`config.mk`:
```
export PLATFORM = sky130hd
export DESIGN_NAME = dlmsc_mode_sleep_ctrl
export DESIGN_NICKNAME = d
export VERILOG_FILES = /design/src/dlmsc_pkg.sv /design/src/dlmsc_clk_if.sv /design/src/dlmsc_mode_sleep_ctrl.sv /design/src/dlmsc_clk_watch.sv /design/src/dlmsc_keep_off.sv
export SDC_FILE = /design/constraint.sdc
export NUM_CORES = 1
export LEC_CHECK = 0
export BUFFER_PORTS_ARGS = -buffer_cell sky130_fd_sc_hd__buf_2
export CAP_MARGIN = 40
export CORE_MARGIN = 2
export CORE_UTILIZATION = 35
export DETAILED_ROUTE_END_ITERATION = 16
export GPL_ROUTABILITY_DRIVEN = 0
export MAX_ROUTING_LAYER = met4
export PLACE_DENSITY = 0.63
export SYNTH_ARGS = -nofsm -noshare
export SYNTH_HDL_FRONTEND = slang
export SYNTH_SLANG_ARGS = --single-unit
```
`constraint.sdc`:
```
create_clock -name CLK_IN -period 3.87 [get_ports CLK_IN]
set_input_delay 0.387 -clock CLK_IN [delete_from_list [all_inputs] [get_ports CLK_IN]]
set_output_delay 0.387 -clock CLK_IN [all_outputs]
set_load 0.01 [all_outputs]
```
`src/dlmsc_pkg.sv`:
```
// Shared constants, types and decode for the link mode and sleep controller
package dlmsc_pkg;
  localparam int unsigned CLK_HZ = 25_000_000;
  localparam int unsigned CLK_STOP_NS = 2000;
  localparam int unsigned CLK_STOP_CYCLES = (CLK_STOP_NS * (CLK_HZ / 1_000_000) + 999) / 1000;
  localparam int unsigned KEEP_OFF_EDGES = 1024;
  localparam int unsigned LINK_CLOCK_MAX_MHZ = 240;
  localparam int unsigned BITS_PER_LINK_CLOCK = 2;
  localparam int unsigned STRAP_SETTLE = 3;
  localparam int unsigned DISP_W = 18;
  localparam int unsigned FACTOR_W = 4;
  localparam int unsigned LINE_W = 5;
  localparam logic [1:0] PLL_SEL_X8 = 2'h0;
  localparam logic [1:0] PLL_SEL_X10 = 2'h1;
  localparam logic [1:0] PLL_SEL_X12 = 2'h2;
  localparam logic [1:0] PLL_SEL_RSVD = 2'h3;
  localparam logic [3:0] FACTOR_X8 = 4'h8;
  localparam logic [3:0] FACTOR_X10 = 4'hA;
  localparam logic [3:0] FACTOR_X12 = 4'hC;
  localparam logic [3:0] FACTOR_NONE = 4'h0;
  localparam logic [17:0] DISP_DATA_IDLE = 18'h00000;
  localparam logic STROBE_IDLE = 1'h1;
  localparam logic ERR_IDLE = 1'h0;
  // Bit positions of the synchronised pin vector
  localparam int unsigned IN_ROLE = 0;
  localparam int unsigned IN_TEST = 1;
  localparam int unsigned IN_PLL0 = 2;
  localparam int unsigned IN_PLL1 = 3;
  localparam int unsigned IN_PD_N = 4;
  localparam int unsigned IN_WO = 5;
  localparam int unsigned IN_ODS0 = 6;
  localparam int unsigned IN_ODS1 = 7;
  localparam int unsigned IN_CS1_N = 8;
  localparam int unsigned IN_CS2_N = 9;
  localparam int unsigned IN_WR_N = 10;
  localparam int unsigned IN_RD_N = 11;
  localparam int unsigned IN_LOCK = 12;
  localparam int unsigned IN_W = 13;

  typedef enum logic [1:0] {
    ST_SLEEP = 2'b00,
    ST_WAIT_LOCK = 2'b01,
    ST_READY = 2'b10,
    ST_TEST = 2'b11
  } dlmsc_state_e;

  function automatic logic [3:0] dlmsc_factor(input logic [1:0] sel);
    logic [3:0] f;
    case (sel)
      PLL_SEL_X8: f = FACTOR_X8;
      PLL_SEL_X10: f = FACTOR_X10;
      PLL_SEL_X12: f = FACTOR_X12;
      default: f = FACTOR_NONE;
    endcase
    return f;
  endfunction : dlmsc_factor
endpackage : dlmsc_pkg

```
`src/dlmsc_clk_if.sv`:
```
// Clock watch and keep-off counter signals
`timescale 1ns/1ns
interface dlmsc_clk_if (
  input logic clk,
  input logic rst
);
  logic edge_seen;
  logic stopped;
  logic restart;
  logic ready;
  modport watch (input clk, input rst, output edge_seen, output stopped);
  modport count (input clk, input rst, input edge_seen, input restart, output ready);
endinterface : dlmsc_clk_if

```
`src/dlmsc_mode_sleep_ctrl.sv`:
```
// Role straps, multiplier select, power-up, sleep and error flag control
`timescale 1ns/1ns
module dlmsc_mode_sleep_ctrl #(
  parameter int unsigned KEEP_OFF_EDGES = dlmsc_pkg::KEEP_OFF_EDGES,
  parameter int unsigned STOP_CYCLES = dlmsc_pkg::CLK_STOP_CYCLES
) (
  input logic CLK_IN,
  input logic RESET_IN,
  input logic MASTER_SLAVE_SELECT_IN,
  input logic FACTORY_TEST_SELECT_IN,
  input logic [1:0] PLL_MULTIPLIER_SELECT_IN,
  input logic POWER_DOWN_N_IN,
  input logic WRITE_ONLY_SELECT_IN,
  input logic [1:0] OUTPUT_DRIVE_SELECT_IN,
  input logic REF_CLOCK_IN,
  input logic SERIAL_LINK_CLOCK_IN,
  input logic PLL_LOCKED_IN,
  input logic HOST_MAIN_DISPLAY_SELECT_N_IN,
  input logic HOST_SUB_DISPLAY_SELECT_N_IN,
  input logic HOST_WRITE_N_IN,
  input logic HOST_READ_N_IN,
  input logic READ_CRC_ERROR_IN,
  input logic READ_COLLECT_IN,
  input logic LINK_CRC_ERROR_IN,
  input logic [dlmsc_pkg::DISP_W-1:0] ENG_DATA_IN,
  input logic ENG_DATA_RELEASE_IN,
  input logic ENG_MAIN_DISPLAY_SELECT_N_IN,
  input logic ENG_SUB_DISPLAY_SELECT_N_IN,
  input logic ENG_WRITE_N_IN,
  input logic ENG_READ_N_IN,
  input logic ENG_COMMAND_DATA_IN,
  output logic ROLE_MASTER_OUT,
  output logic TEST_MODE_OUT,
  output logic SLEEP_OUT,
  output logic LINK_READY_OUT,
  output logic PLL_ENABLE_OUT,
  output logic [dlmsc_pkg::FACTOR_W-1:0] PLL_FACTOR_OUT,
  output logic [dlmsc_pkg::LINE_W-1:0] LINE_RATE_FACTOR_OUT,
  output logic CONFIG_FAULT_OUT,
  output logic HOST_INPUTS_ACTIVE_OUT,
  output logic HOST_WRITE_REQ_OUT,
  output logic HOST_READ_REQ_OUT,
  output logic HOST_SUB_SELECT_OUT,
  output logic READ_PERMIT_OUT,
  output logic DATA_EDGE_SOFT_OUT,
  output logic STROBE_EDGE_SOFT_OUT,
  output logic ERROR_FLAG_OUT,
  output logic [dlmsc_pkg::DISP_W-1:0] DISP_DATA_OUT,
  output logic DISP_DATA_OE_N_OUT,
  output logic DISP_MAIN_SELECT_N_OUT,
  output logic DISP_SUB_SELECT_N_OUT,
  output logic DISP_WRITE_N_OUT,
  output logic DISP_READ_N_OUT,
  output logic DISP_COMMAND_DATA_OUT
);
  import dlmsc_pkg::*;

  typedef struct packed {
    logic [IN_W-1:0] sy1;
    logic [IN_W-1:0] sy2;
    logic [1:0] strobe_prev;
    logic [1:0] settle;
    logic taken;
    logic master;
    logic test;
    logic [1:0] pll_sel;
    dlmsc_state_e state;
    logic restart;
    logic ms_err;
    logic sl_err;
    logic pll_en;
    logic [FACTOR_W-1:0] factor;
    logic [LINE_W-1:0] line_factor;
    logic cfg_fault;
    logic ready;
    logic sleep;
    logic host_active;
    logic wr_req;
    logic rd_req;
    logic sub_sel;
    logic read_permit;
    logic data_soft;
    logic strobe_soft;
    logic err_out;
    logic [DISP_W-1:0] disp_data;
    logic disp_oe_n;
    logic main_n;
    logic sub_n;
    logic wr_n;
    logic rd_n;
    logic cd;
  } dlmsc_ctrl_s;

  dlmsc_ctrl_s r;
  dlmsc_ctrl_s n;
  logic [IN_W-1:0] pins;
  logic watch_pin;
  logic pd_n;
  logic reserved;
  logic awake;
  logic ready_n;
  logic cs_hit;

  dlmsc_clk_if ck_if (.clk(CLK_IN), .rst(RESET_IN));

  // Master watches its reference, slave watches the link clock
  assign watch_pin = r.master ? REF_CLOCK_IN : SERIAL_LINK_CLOCK_IN;
  assign ck_if.restart = r.restart;
  assign pins = {PLL_LOCKED_IN, HOST_READ_N_IN, HOST_WRITE_N_IN,
    HOST_SUB_DISPLAY_SELECT_N_IN, HOST_MAIN_DISPLAY_SELECT_N_IN,
    OUTPUT_DRIVE_SELECT_IN, WRITE_ONLY_SELECT_IN, POWER_DOWN_N_IN,
    PLL_MULTIPLIER_SELECT_IN, FACTORY_TEST_SELECT_IN, MASTER_SLAVE_SELECT_IN};

  dlmsc_clk_watch #(.STOP_CYCLES(STOP_CYCLES)) u_watch (
    .clk_pin_in(watch_pin),
    .bus(ck_if)
  );

  dlmsc_keep_off #(.EDGES(KEEP_OFF_EDGES)) u_keep_off (
    .bus(ck_if)
  );

  always_comb
  begin
    n = r;
    n.sy1 = pins;
    n.sy2 = r.sy1;
    n.strobe_prev = {r.sy2[IN_RD_N], r.sy2[IN_WR_N]};
    n.restart = 1'b0;
    pd_n = r.sy2[IN_PD_N];
    reserved = (dlmsc_factor(r.pll_sel) == FACTOR_NONE);
    // Straps caught once the synchronisers have settled
    if (!r.taken)
    begin
      n.settle = r.settle + 2'h1;
      if (r.settle == 2'(STRAP_SETTLE))
      begin
        n.taken = 1'b1;
        n.master = r.sy2[IN_ROLE];
        n.test = r.sy2[IN_TEST];
        n.pll_sel = r.sy2[IN_PLL1:IN_PLL0];
      end
    end
    case (r.state)
      ST_SLEEP:
      begin
        if (r.taken && r.test)
          n.state = ST_TEST;
        else if (r.taken && pd_n && !ck_if.stopped)
        begin
          if (!r.master)
            n.state = ST_READY;
          else if (!reserved)
          begin
            n.state = ST_WAIT_LOCK;
            n.restart = 1'b1;
          end
        end
      end
      ST_WAIT_LOCK:
      begin
        if (!pd_n || ck_if.stopped)
          n.state = ST_SLEEP;
        else if (ck_if.ready && r.sy2[IN_LOCK] && !r.restart)
          n.state = ST_READY;
      end
      ST_READY:
      begin
        if (!pd_n || ck_if.stopped)
          n.state = ST_SLEEP;
      end
      ST_TEST:
        n.state = ST_TEST;
      default:
        n.state = ST_SLEEP;
    endcase
    awake = (n.state == ST_WAIT_LOCK) || (n.state == ST_READY);
    ready_n = (n.state == ST_READY);
    // Error flags; a new error wins over a clear in the same cycle
    n.ms_err = r.master && ready_n &&
      (READ_CRC_ERROR_IN || (r.ms_err && !READ_COLLECT_IN));
    n.sl_err = !r.master &&
      ((LINK_CRC_ERROR_IN && (r.state == ST_READY)) || (r.sl_err && pd_n));
    n.err_out = ready_n && (r.master ? n.ms_err : n.sl_err);
    // Host cycles count only with a chip select and a ready link
    cs_hit = !r.sy2[IN_CS1_N] || !r.sy2[IN_CS2_N];
    n.wr_req = r.master && (r.state == ST_READY) && cs_hit &&
      r.strobe_prev[0] && !r.sy2[IN_WR_N];
    n.rd_req = r.master && (r.state == ST_READY) && cs_hit &&
      r.strobe_prev[1] && !r.sy2[IN_RD_N];
    n.sub_sel = cs_hit ? r.sy2[IN_CS1_N] : r.sub_sel;
    n.factor = r.master ? dlmsc_factor(r.pll_sel) : FACTOR_NONE;
    n.line_factor = LINE_W'(n.factor * BITS_PER_LINK_CLOCK);
    n.cfg_fault = r.taken && r.master && reserved;
    n.pll_en = r.master && awake;
    n.ready = ready_n;
    n.sleep = (n.state == ST_SLEEP);
    n.host_active = r.master && awake;
    n.read_permit = !r.master && ready_n && !r.sy2[IN_WO];
    n.data_soft = !r.master && !r.sy2[IN_ODS0];
    n.strobe_soft = !r.master && !r.sy2[IN_ODS1];
    if (!r.master && ready_n)
    begin
      n.disp_data = ENG_DATA_IN;
      n.disp_oe_n = ENG_DATA_RELEASE_IN && !r.sy2[IN_WO];
      n.main_n = ENG_MAIN_DISPLAY_SELECT_N_IN;
      n.sub_n = ENG_SUB_DISPLAY_SELECT_N_IN;
      n.wr_n = ENG_WRITE_N_IN;
      n.rd_n = ENG_READ_N_IN || r.sy2[IN_WO];
      n.cd = ENG_COMMAND_DATA_IN;
    end
    else
    begin
      n.disp_data = DISP_DATA_IDLE;
      n.disp_oe_n = 1'b0;
      n.main_n = STROBE_IDLE;
      n.sub_n = STROBE_IDLE;
      n.wr_n = STROBE_IDLE;
      n.rd_n = STROBE_IDLE;
      n.cd = STROBE_IDLE;
    end
  end

  always_ff @(posedge CLK_IN)
  begin
    if (RESET_IN)
    begin
      r <= '0;
      r.strobe_prev <= 2'h3;
      r.sleep <= 1'b1;
      r.err_out <= ERR_IDLE;
      r.main_n <= STROBE_IDLE;
      r.sub_n <= STROBE_IDLE;
      r.wr_n <= STROBE_IDLE;
      r.rd_n <= STROBE_IDLE;
      r.cd <= STROBE_IDLE;
    end
    else
      r <= n;
  end

  assign ROLE_MASTER_OUT = r.master;
  assign TEST_MODE_OUT = r.test;
  assign SLEEP_OUT = r.sleep;
  assign LINK_READY_OUT = r.ready;
  assign PLL_ENABLE_OUT = r.pll_en;
  assign PLL_FACTOR_OUT = r.factor;
  assign LINE_RATE_FACTOR_OUT = r.line_factor;
  assign CONFIG_FAULT_OUT = r.cfg_fault;
  assign HOST_INPUTS_ACTIVE_OUT = r.host_active;
  assign HOST_WRITE_REQ_OUT = r.wr_req;
  assign HOST_READ_REQ_OUT = r.rd_req;
  assign HOST_SUB_SELECT_OUT = r.sub_sel;
  assign READ_PERMIT_OUT = r.read_permit;
  assign DATA_EDGE_SOFT_OUT = r.data_soft;
  assign STROBE_EDGE_SOFT_OUT = r.strobe_soft;
  assign ERROR_FLAG_OUT = r.err_out;
  assign DISP_DATA_OUT = r.disp_data;
  assign DISP_DATA_OE_N_OUT = r.disp_oe_n;
  assign DISP_MAIN_SELECT_N_OUT = r.main_n;
  assign DISP_SUB_SELECT_N_OUT = r.sub_n;
  assign DISP_WRITE_N_OUT = r.wr_n;
  assign DISP_READ_N_OUT = r.rd_n;
  assign DISP_COMMAND_DATA_OUT = r.cd;

  AST_SLEEP_ERR_LOW: assert property (@(posedge CLK_IN) disable iff (RESET_IN)
    (r.state != ST_READY) |-> (ERROR_FLAG_OUT == ERR_IDLE))
    else $error("error flag high outside operation");
  AST_SLAVE_SLEEP_LEVELS: assert property (@(posedge CLK_IN) disable iff (RESET_IN)
    (!r.master && r.state == ST_SLEEP) |->
      (DISP_DATA_OUT == DISP_DATA_IDLE && DISP_MAIN_SELECT_N_OUT && DISP_SUB_SELECT_N_OUT
      && DISP_WRITE_N_OUT && DISP_READ_N_OUT && DISP_COMMAND_DATA_OUT && !DISP_DATA_OE_N_OUT))
    else $error("slave sleep levels wrong");
  AST_PLL_MASTER_ONLY: assert property (@(posedge CLK_IN) disable iff (RESET_IN)
    PLL_ENABLE_OUT |-> (r.master && !r.cfg_fault && r.state != ST_SLEEP))
    else $error("PLL enabled outside awake master");
  AST_READY_AFTER_KEEPOFF: assert property (@(posedge CLK_IN) disable iff (RESET_IN)
    ($rose(LINK_READY_OUT) && r.master) |-> ($past(ck_if.ready) && $past(r.sy2[IN_LOCK])))
    else $error("master ready before lock and keep-off");
  AST_WAKE_RESTART: assert property (@(posedge CLK_IN) disable iff (RESET_IN)
    (r.state == ST_SLEEP ##1 r.state == ST_WAIT_LOCK) |-> (r.restart ##1 !ck_if.ready))
    else $error("wake without keep-off restart");
  AST_PD_SLEEPS: assert property (@(posedge CLK_IN) disable iff (RESET_IN)
    (!r.sy2[IN_PD_N] && r.state != ST_TEST && !r.test) |=> (r.state == ST_SLEEP && SLEEP_OUT))
    else $error("power-down low did not sleep");
  AST_STOP_SLEEPS: assert property (@(posedge CLK_IN) disable iff (RESET_IN)
    (ck_if.stopped && r.master && r.state != ST_TEST && !r.test) |=> (r.state == ST_SLEEP))
    else $error("stopped reference did not sleep");
  AST_SLAVE_ERR_STICKY: assert property (@(posedge CLK_IN) disable iff (RESET_IN)
    (r.sl_err && r.sy2[IN_PD_N]) |=> r.sl_err)
    else $error("slave error cleared without power-down");
  AST_WRITE_ONLY: assert property (@(posedge CLK_IN) disable iff (RESET_IN)
    (r.sy2[IN_WO] && !r.master) |=> (DISP_READ_N_OUT && !READ_PERMIT_OUT && !DISP_DATA_OE_N_OUT))
    else $error("read activity in write-only mode");
  AST_HOST_SELECTED: assert property (@(posedge CLK_IN) disable iff (RESET_IN)
    (HOST_WRITE_REQ_OUT || HOST_READ_REQ_OUT) |->
      ($past(!r.sy2[IN_CS1_N] || !r.sy2[IN_CS2_N]) && $past(r.state) == ST_READY))
    else $error("host request without chip select or ready link");
endmodule : dlmsc_mode_sleep_ctrl

```
`src/dlmsc_clk_watch.sv`:
```
// Samples an outside clock pin, flags its rising edges and a stopped clock
`timescale 1ns/1ns
module dlmsc_clk_watch #(
  parameter int unsigned STOP_CYCLES = dlmsc_pkg::CLK_STOP_CYCLES
) (
  input logic clk_pin_in,
  dlmsc_clk_if.watch bus
);
  import dlmsc_pkg::*;
  localparam int unsigned W = $clog2(STOP_CYCLES + 1);
  typedef struct packed {
    logic s1;
    logic s2;
    logic s3;
    logic [W-1:0] idle;
    logic stopped;
    logic edge_seen;
  } dlmsc_watch_s;
  dlmsc_watch_s r;
  dlmsc_watch_s n;

  if (STOP_CYCLES < 2)
  begin : g_bad_stop
    $error("STOP_CYCLES too small");
  end

  always_comb
  begin
    n = r;
    n.s1 = clk_pin_in;
    n.s2 = r.s1;
    n.s3 = r.s2;
    n.edge_seen = r.s2 && !r.s3;
    // No level change for STOP_CYCLES means stopped
    if (r.s2 != r.s3)
    begin
      n.idle = '0;
      n.stopped = 1'b0;
    end
    else if (r.idle != W'(STOP_CYCLES))
      n.idle = r.idle + W'(1);
    else
      n.stopped = 1'b1;
  end

  always_ff @(posedge bus.clk)
  begin
    if (bus.rst)
    begin
      r <= '0;
      r.stopped <= 1'b1;
    end
    else
      r <= n;
  end

  assign bus.edge_seen = r.edge_seen;
  assign bus.stopped = r.stopped;
endmodule : dlmsc_clk_watch

```
`src/dlmsc_keep_off.sv`:
```
// Counts reference clock edges after a restart before the link may run
`timescale 1ns/1ns
module dlmsc_keep_off #(
  parameter int unsigned EDGES = dlmsc_pkg::KEEP_OFF_EDGES
) (
  dlmsc_clk_if.count bus
);
  import dlmsc_pkg::*;
  localparam int unsigned W = $clog2(EDGES + 1);
  typedef struct packed {
    logic [W-1:0] cnt;
    logic ready;
  } dlmsc_keep_s;
  dlmsc_keep_s r;
  dlmsc_keep_s n;

  if (EDGES < 1)
  begin : g_bad_edges
    $error("EDGES must be at least one");
  end

  always_comb
  begin
    n = r;
    if (bus.restart)
    begin
      n.cnt = '0;
      n.ready = 1'b0;
    end
    else if (bus.edge_seen && !r.ready)
    begin
      n.cnt = r.cnt + W'(1);
      n.ready = (r.cnt == W'(EDGES - 1));
    end
  end

  always_ff @(posedge bus.clk)
  begin
    if (bus.rst)
      r <= '0;
    else
      r <= n;
  end

  assign bus.ready = r.ready;
endmodule : dlmsc_keep_off

```
==> summary.md <==
| Metric | Value |
|---|---|
| Fillers | `972` |
| First-pass GRT wire length | `10.5 mm` |
| DPL Wire Length | `4.63 mm` |
| Worst reg2reg path startpoint | `r[54]$_SDFF_PP0_` |
| Commonest cells in the netlist | `dfxtp_1, nor2b_1, buf_4` |
| Fin crit share | `0.557` |
| Yosys warning count | `0` |
| Largest net degree at the start of global routing | `45` |
| Setup crit end kind | `flop` |
| Clock power frac | `0.408` |
| Hold Fails Final Rpt | `0` |
| Fmax | `464 MHz` |
| Reg-to-Reg End | `DISP_READ_N_OUT$_SDFF_PP1_` |
| Final hold slack | `0.209 ns` |
| Die X | `105 um` |
| Synth area leaders | `dfxtp_1, buf_4, nor2b_1` |
| DRT Wirelength | `6.31 mm` |
| Most used flip-flop cell after synthesis | `dfxtp_1` |
| Max_cap viols | `0` |
| Layout cells sized above 1 | `0.277` |
| RSZ-0062 raised after global routing | `false` |
| Power Density | `469 nW/um2` |
| Final Critical Period | `2.15 ns` |
| Switching Share | `0.208` |
| Slew Limit Fails | `0` |
| Synth Cell Area | `3590 um2` |
| Max transition margin | `0.647` |
| CTS root buf | `clkbuf_8` |
| Post-synthesis compound-gate area fraction | `0.0679` |
| Global-route met2 utilization | `0.197` |
| I/O pin count | `91` |
| Vias in the first global route | `2,231` |
| Count of cell types in the netlist | `49` |
| Vias per inst | `4.40` |
| Total CTS buffers | `9` |
| FF-to-FF setup slack | `1.72 ns` |
| Wire per inst | `11.6 um` |
| Post-synthesis sequential area ratio | `0.562` |
| Setup_tns | `0 ns` |
| Die area | `11,100 um2` |
| Initial antenna violation count | `0` |
| Met1 GRT Util | `0.144` |
| Reg power frac | `0.548` |
| Post-Synth Simple-Gate Area | `0.223` |
| CTS Hold Bufs | `0` |
| Worst-path clk slew | `0.10 ns` |
| Cell internal pwr | `1.57 mW` |
| Port bufs | `87` |
| Final setup violation count | `0` |
| CP Class | `reg -> reg` |
| Worst hold path stage count | `2` |
| Max IR drop VDD | `0.302 mV` |
| DRT iter0 DRCs | `102` |
| Final ANT Viol Nets | `0` |
| Postcts setup bufs | `0` |
| Synth top area share | `0.562` |
| Ant. Diodes | `0` |
| Row count | `36` |
| Core area | `9860 um2` |
| Yosys reg bits | `101` |
| Final Skew | `0.00967 ns` |
| Area grow syn2layout | `17.4%` |
| CP startpoint kind | `flop` |
| CTS max path bufs | `2` |
| Async SR Flop Fraction | `0` |
| # resized after CTS | `0` |
| Number of flops mapped to enable cells by yosys | `0` |
| GR peak layer | `met2` |
| Hold Path Sink | `DISP_MAIN_SELECT_N_OUT$_SDFF_PP1_` |
| H-tree depth | `3` |
| Worst skew pair latency | `0.36 ns` |
| Critical Path RT | `4.11 ns` |
| Largest family of logic cells by synthesized area | `simple AND/OR/NAND/NOR gates` |
| Worst Hold Class | `in -> reg` |
| Via Count | `2,392` |
| Gate power share | `0.044` |
| Post-Synthesis Cells | `345` |
| LEAKAGE | `1.81 nW` |
| Crit path DAT | `2.40 ns` |
| CTS tree | `built` |
| Router iterations before antenna repair | `4` |
| Hold Path Origin | `ENG_MAIN_DISPLAY_SELECT_N_IN` |
| GR Util All Layers | `0.121` |
| Nets | `457` |
| GR Overflow Total | `0` |
| Slew @ Worst Pin | `0.529 ns` |
| Sw Pwr | `0.411 mW` |
| Leading area contributor after synthesis | `dfxtp_1` |
| Post-synthesis mux area share | `0.0223` |
| DRC Markers | `0` |
| Most common cell in the netlist | `dfxtp_1` |
| Die H | `105 um` |
| Adder-Cell Fraction of Synth Area | `0.0244` |
| Synthesized area per cell | `10.4 um2` |
| Initial core utilization | `0.364` |
| Max Fanout on Critical Path | `11` |
| Reg2reg path depth | `7` |
| Xor and xnor fraction of the mapped netlist area | `0.0146` |
| # clock sinks | `101` |
| Status | `completed` |
| Routing usage on met3 | `0.0377` |
per-stage QoR:
stage	total power, mW	worst slack (ns)	instance area (um2)	util	instances
6_report	1.98	1.72	4220	0.428	544
3_5_place_dp	1.20	1.74	3970	0.402	528
3_3_place_gp	1.19	1.82	3950	0.400	527
2_1_floorplan	1.16	1.95	3600	-	347
5_1_grt	2.08	1.60	4220	0.428	544
4_1_cts	2.00	1.74	4220	0.428	544
cells in the final DEF (no fill, tap or decap), types with 2 or more instances in the layout:
cell,n
or2_2,2
nand4_1,3
buf_2,87
nand3_1,4
o21a_1,5
nand2b_1,7
nor2_1,21
clkbuf_8,10
xnor2_1,2
and3_1,3
nor3b_1,4
a211oi_1,3
a2111oi_0,2
nor3_1,11
inv_6,3
inv_1,10
a211o_1,2
dfxtp_1,101
or4_1,2
o31ai_1,3
or3_1,4
nor2b_1,32
o21ai_0,3
and2_1,19
nand3b_1,2
a21oi_1,11
nor4_1,3
ha_1,7
or3_2,2
nand2_1,7
conb_1,3
bufinv_16,3
xor2_1,4
mux2i_1,8
flip-flops by register name, summed over array words and instances, names as in the netlist, 2 cells and up:
signal                cells
u_keep_off.r             11
DISP_DATA_OUT            18
u_watch.r                 7
r                        21
u_watch.n                 2
n                        15
LINE_RATE_FACTOR_OUT      3
power groups by stage:
| stage | clock network, mW | logic, mW | registers [mW] |
|---|---|---|---|
| final | 0.808 | 0.0868 | 1.09 |
| after global placement | 0 | 0.0835 | 1.11 |
| after detailed placement | 0 | 0.0881 | 1.11 |
| after floorplan | 0 | 0.0617 | 1.10 |
| after global routing | 0.887 | 0.0979 | 1.09 |
| after CTS | 0.831 | 0.0883 | 1.09 |
critical path, cell delays in order (launching register included):
cell      delay (ns)
dfxtp_1         0.56
a211o_1         0.19
a31oi_1         0.06
a211oi_1        0.29
ha_1            0.19
inv_1           0.08
or3_1           0.38
or3_1           0.31
cell families after synthesis:
group | count (synthesis)
and+or+nand+nor | 135
DFF | 101
buffers and inverters | 51
AOI/OAI and AO/OA | 36
muxes | 8
adders and majority gates | 7
xor gates and xnor gates | 6
other | 1
layout make-up:
cell class | instances | area [um2] | area share
Timing Repair Buffer | 89 | 463 | 0.110
Clock inverter | 6 | 116 | 0.0276
Inverter | 10 | 37.5 | 0.00889
Clock buffer | 10 | 138 | 0.0326
Tap cell | 133 | 166 | 0.0394
Multi-Input combinational cell | 195 | 1280 | 0.303
Sequential cell | 101 | 2020 | 0.479
worst max path at each step:
stage	end	start	slack (ns)
after global routing	DISP_READ_N_OUT$_SDFF_PP1_	r[54]$_SDFF_PP0_	1.60
after global placement	DISP_READ_N_OUT$_SDFF_PP1_	r[54]$_SDFF_PP0_	1.82
after detailed placement	DISP_READ_N_OUT$_SDFF_PP1_	r[54]$_SDFF_PP0_	1.74
final	DISP_READ_N_OUT$_SDFF_PP1_	r[54]$_SDFF_PP0_	1.72
after CTS	DISP_READ_N_OUT$_SDFF_PP1_	r[54]$_SDFF_PP0_	1.74
after floorplan	DISP_READ_N_OUT$_SDFF_PP1_	pd_n$_SDFF_PP0_	1.95
per-layer routing:
metal / vias to the layer above / wire length (um)
met4: 0 / 75
met3: 9 / 253
met1: 1104 / 2770
met2: 41 / 3210
li1: 1238 / -
met5: - / 0
No activity file was read; power rests on OpenSTA's default activity.
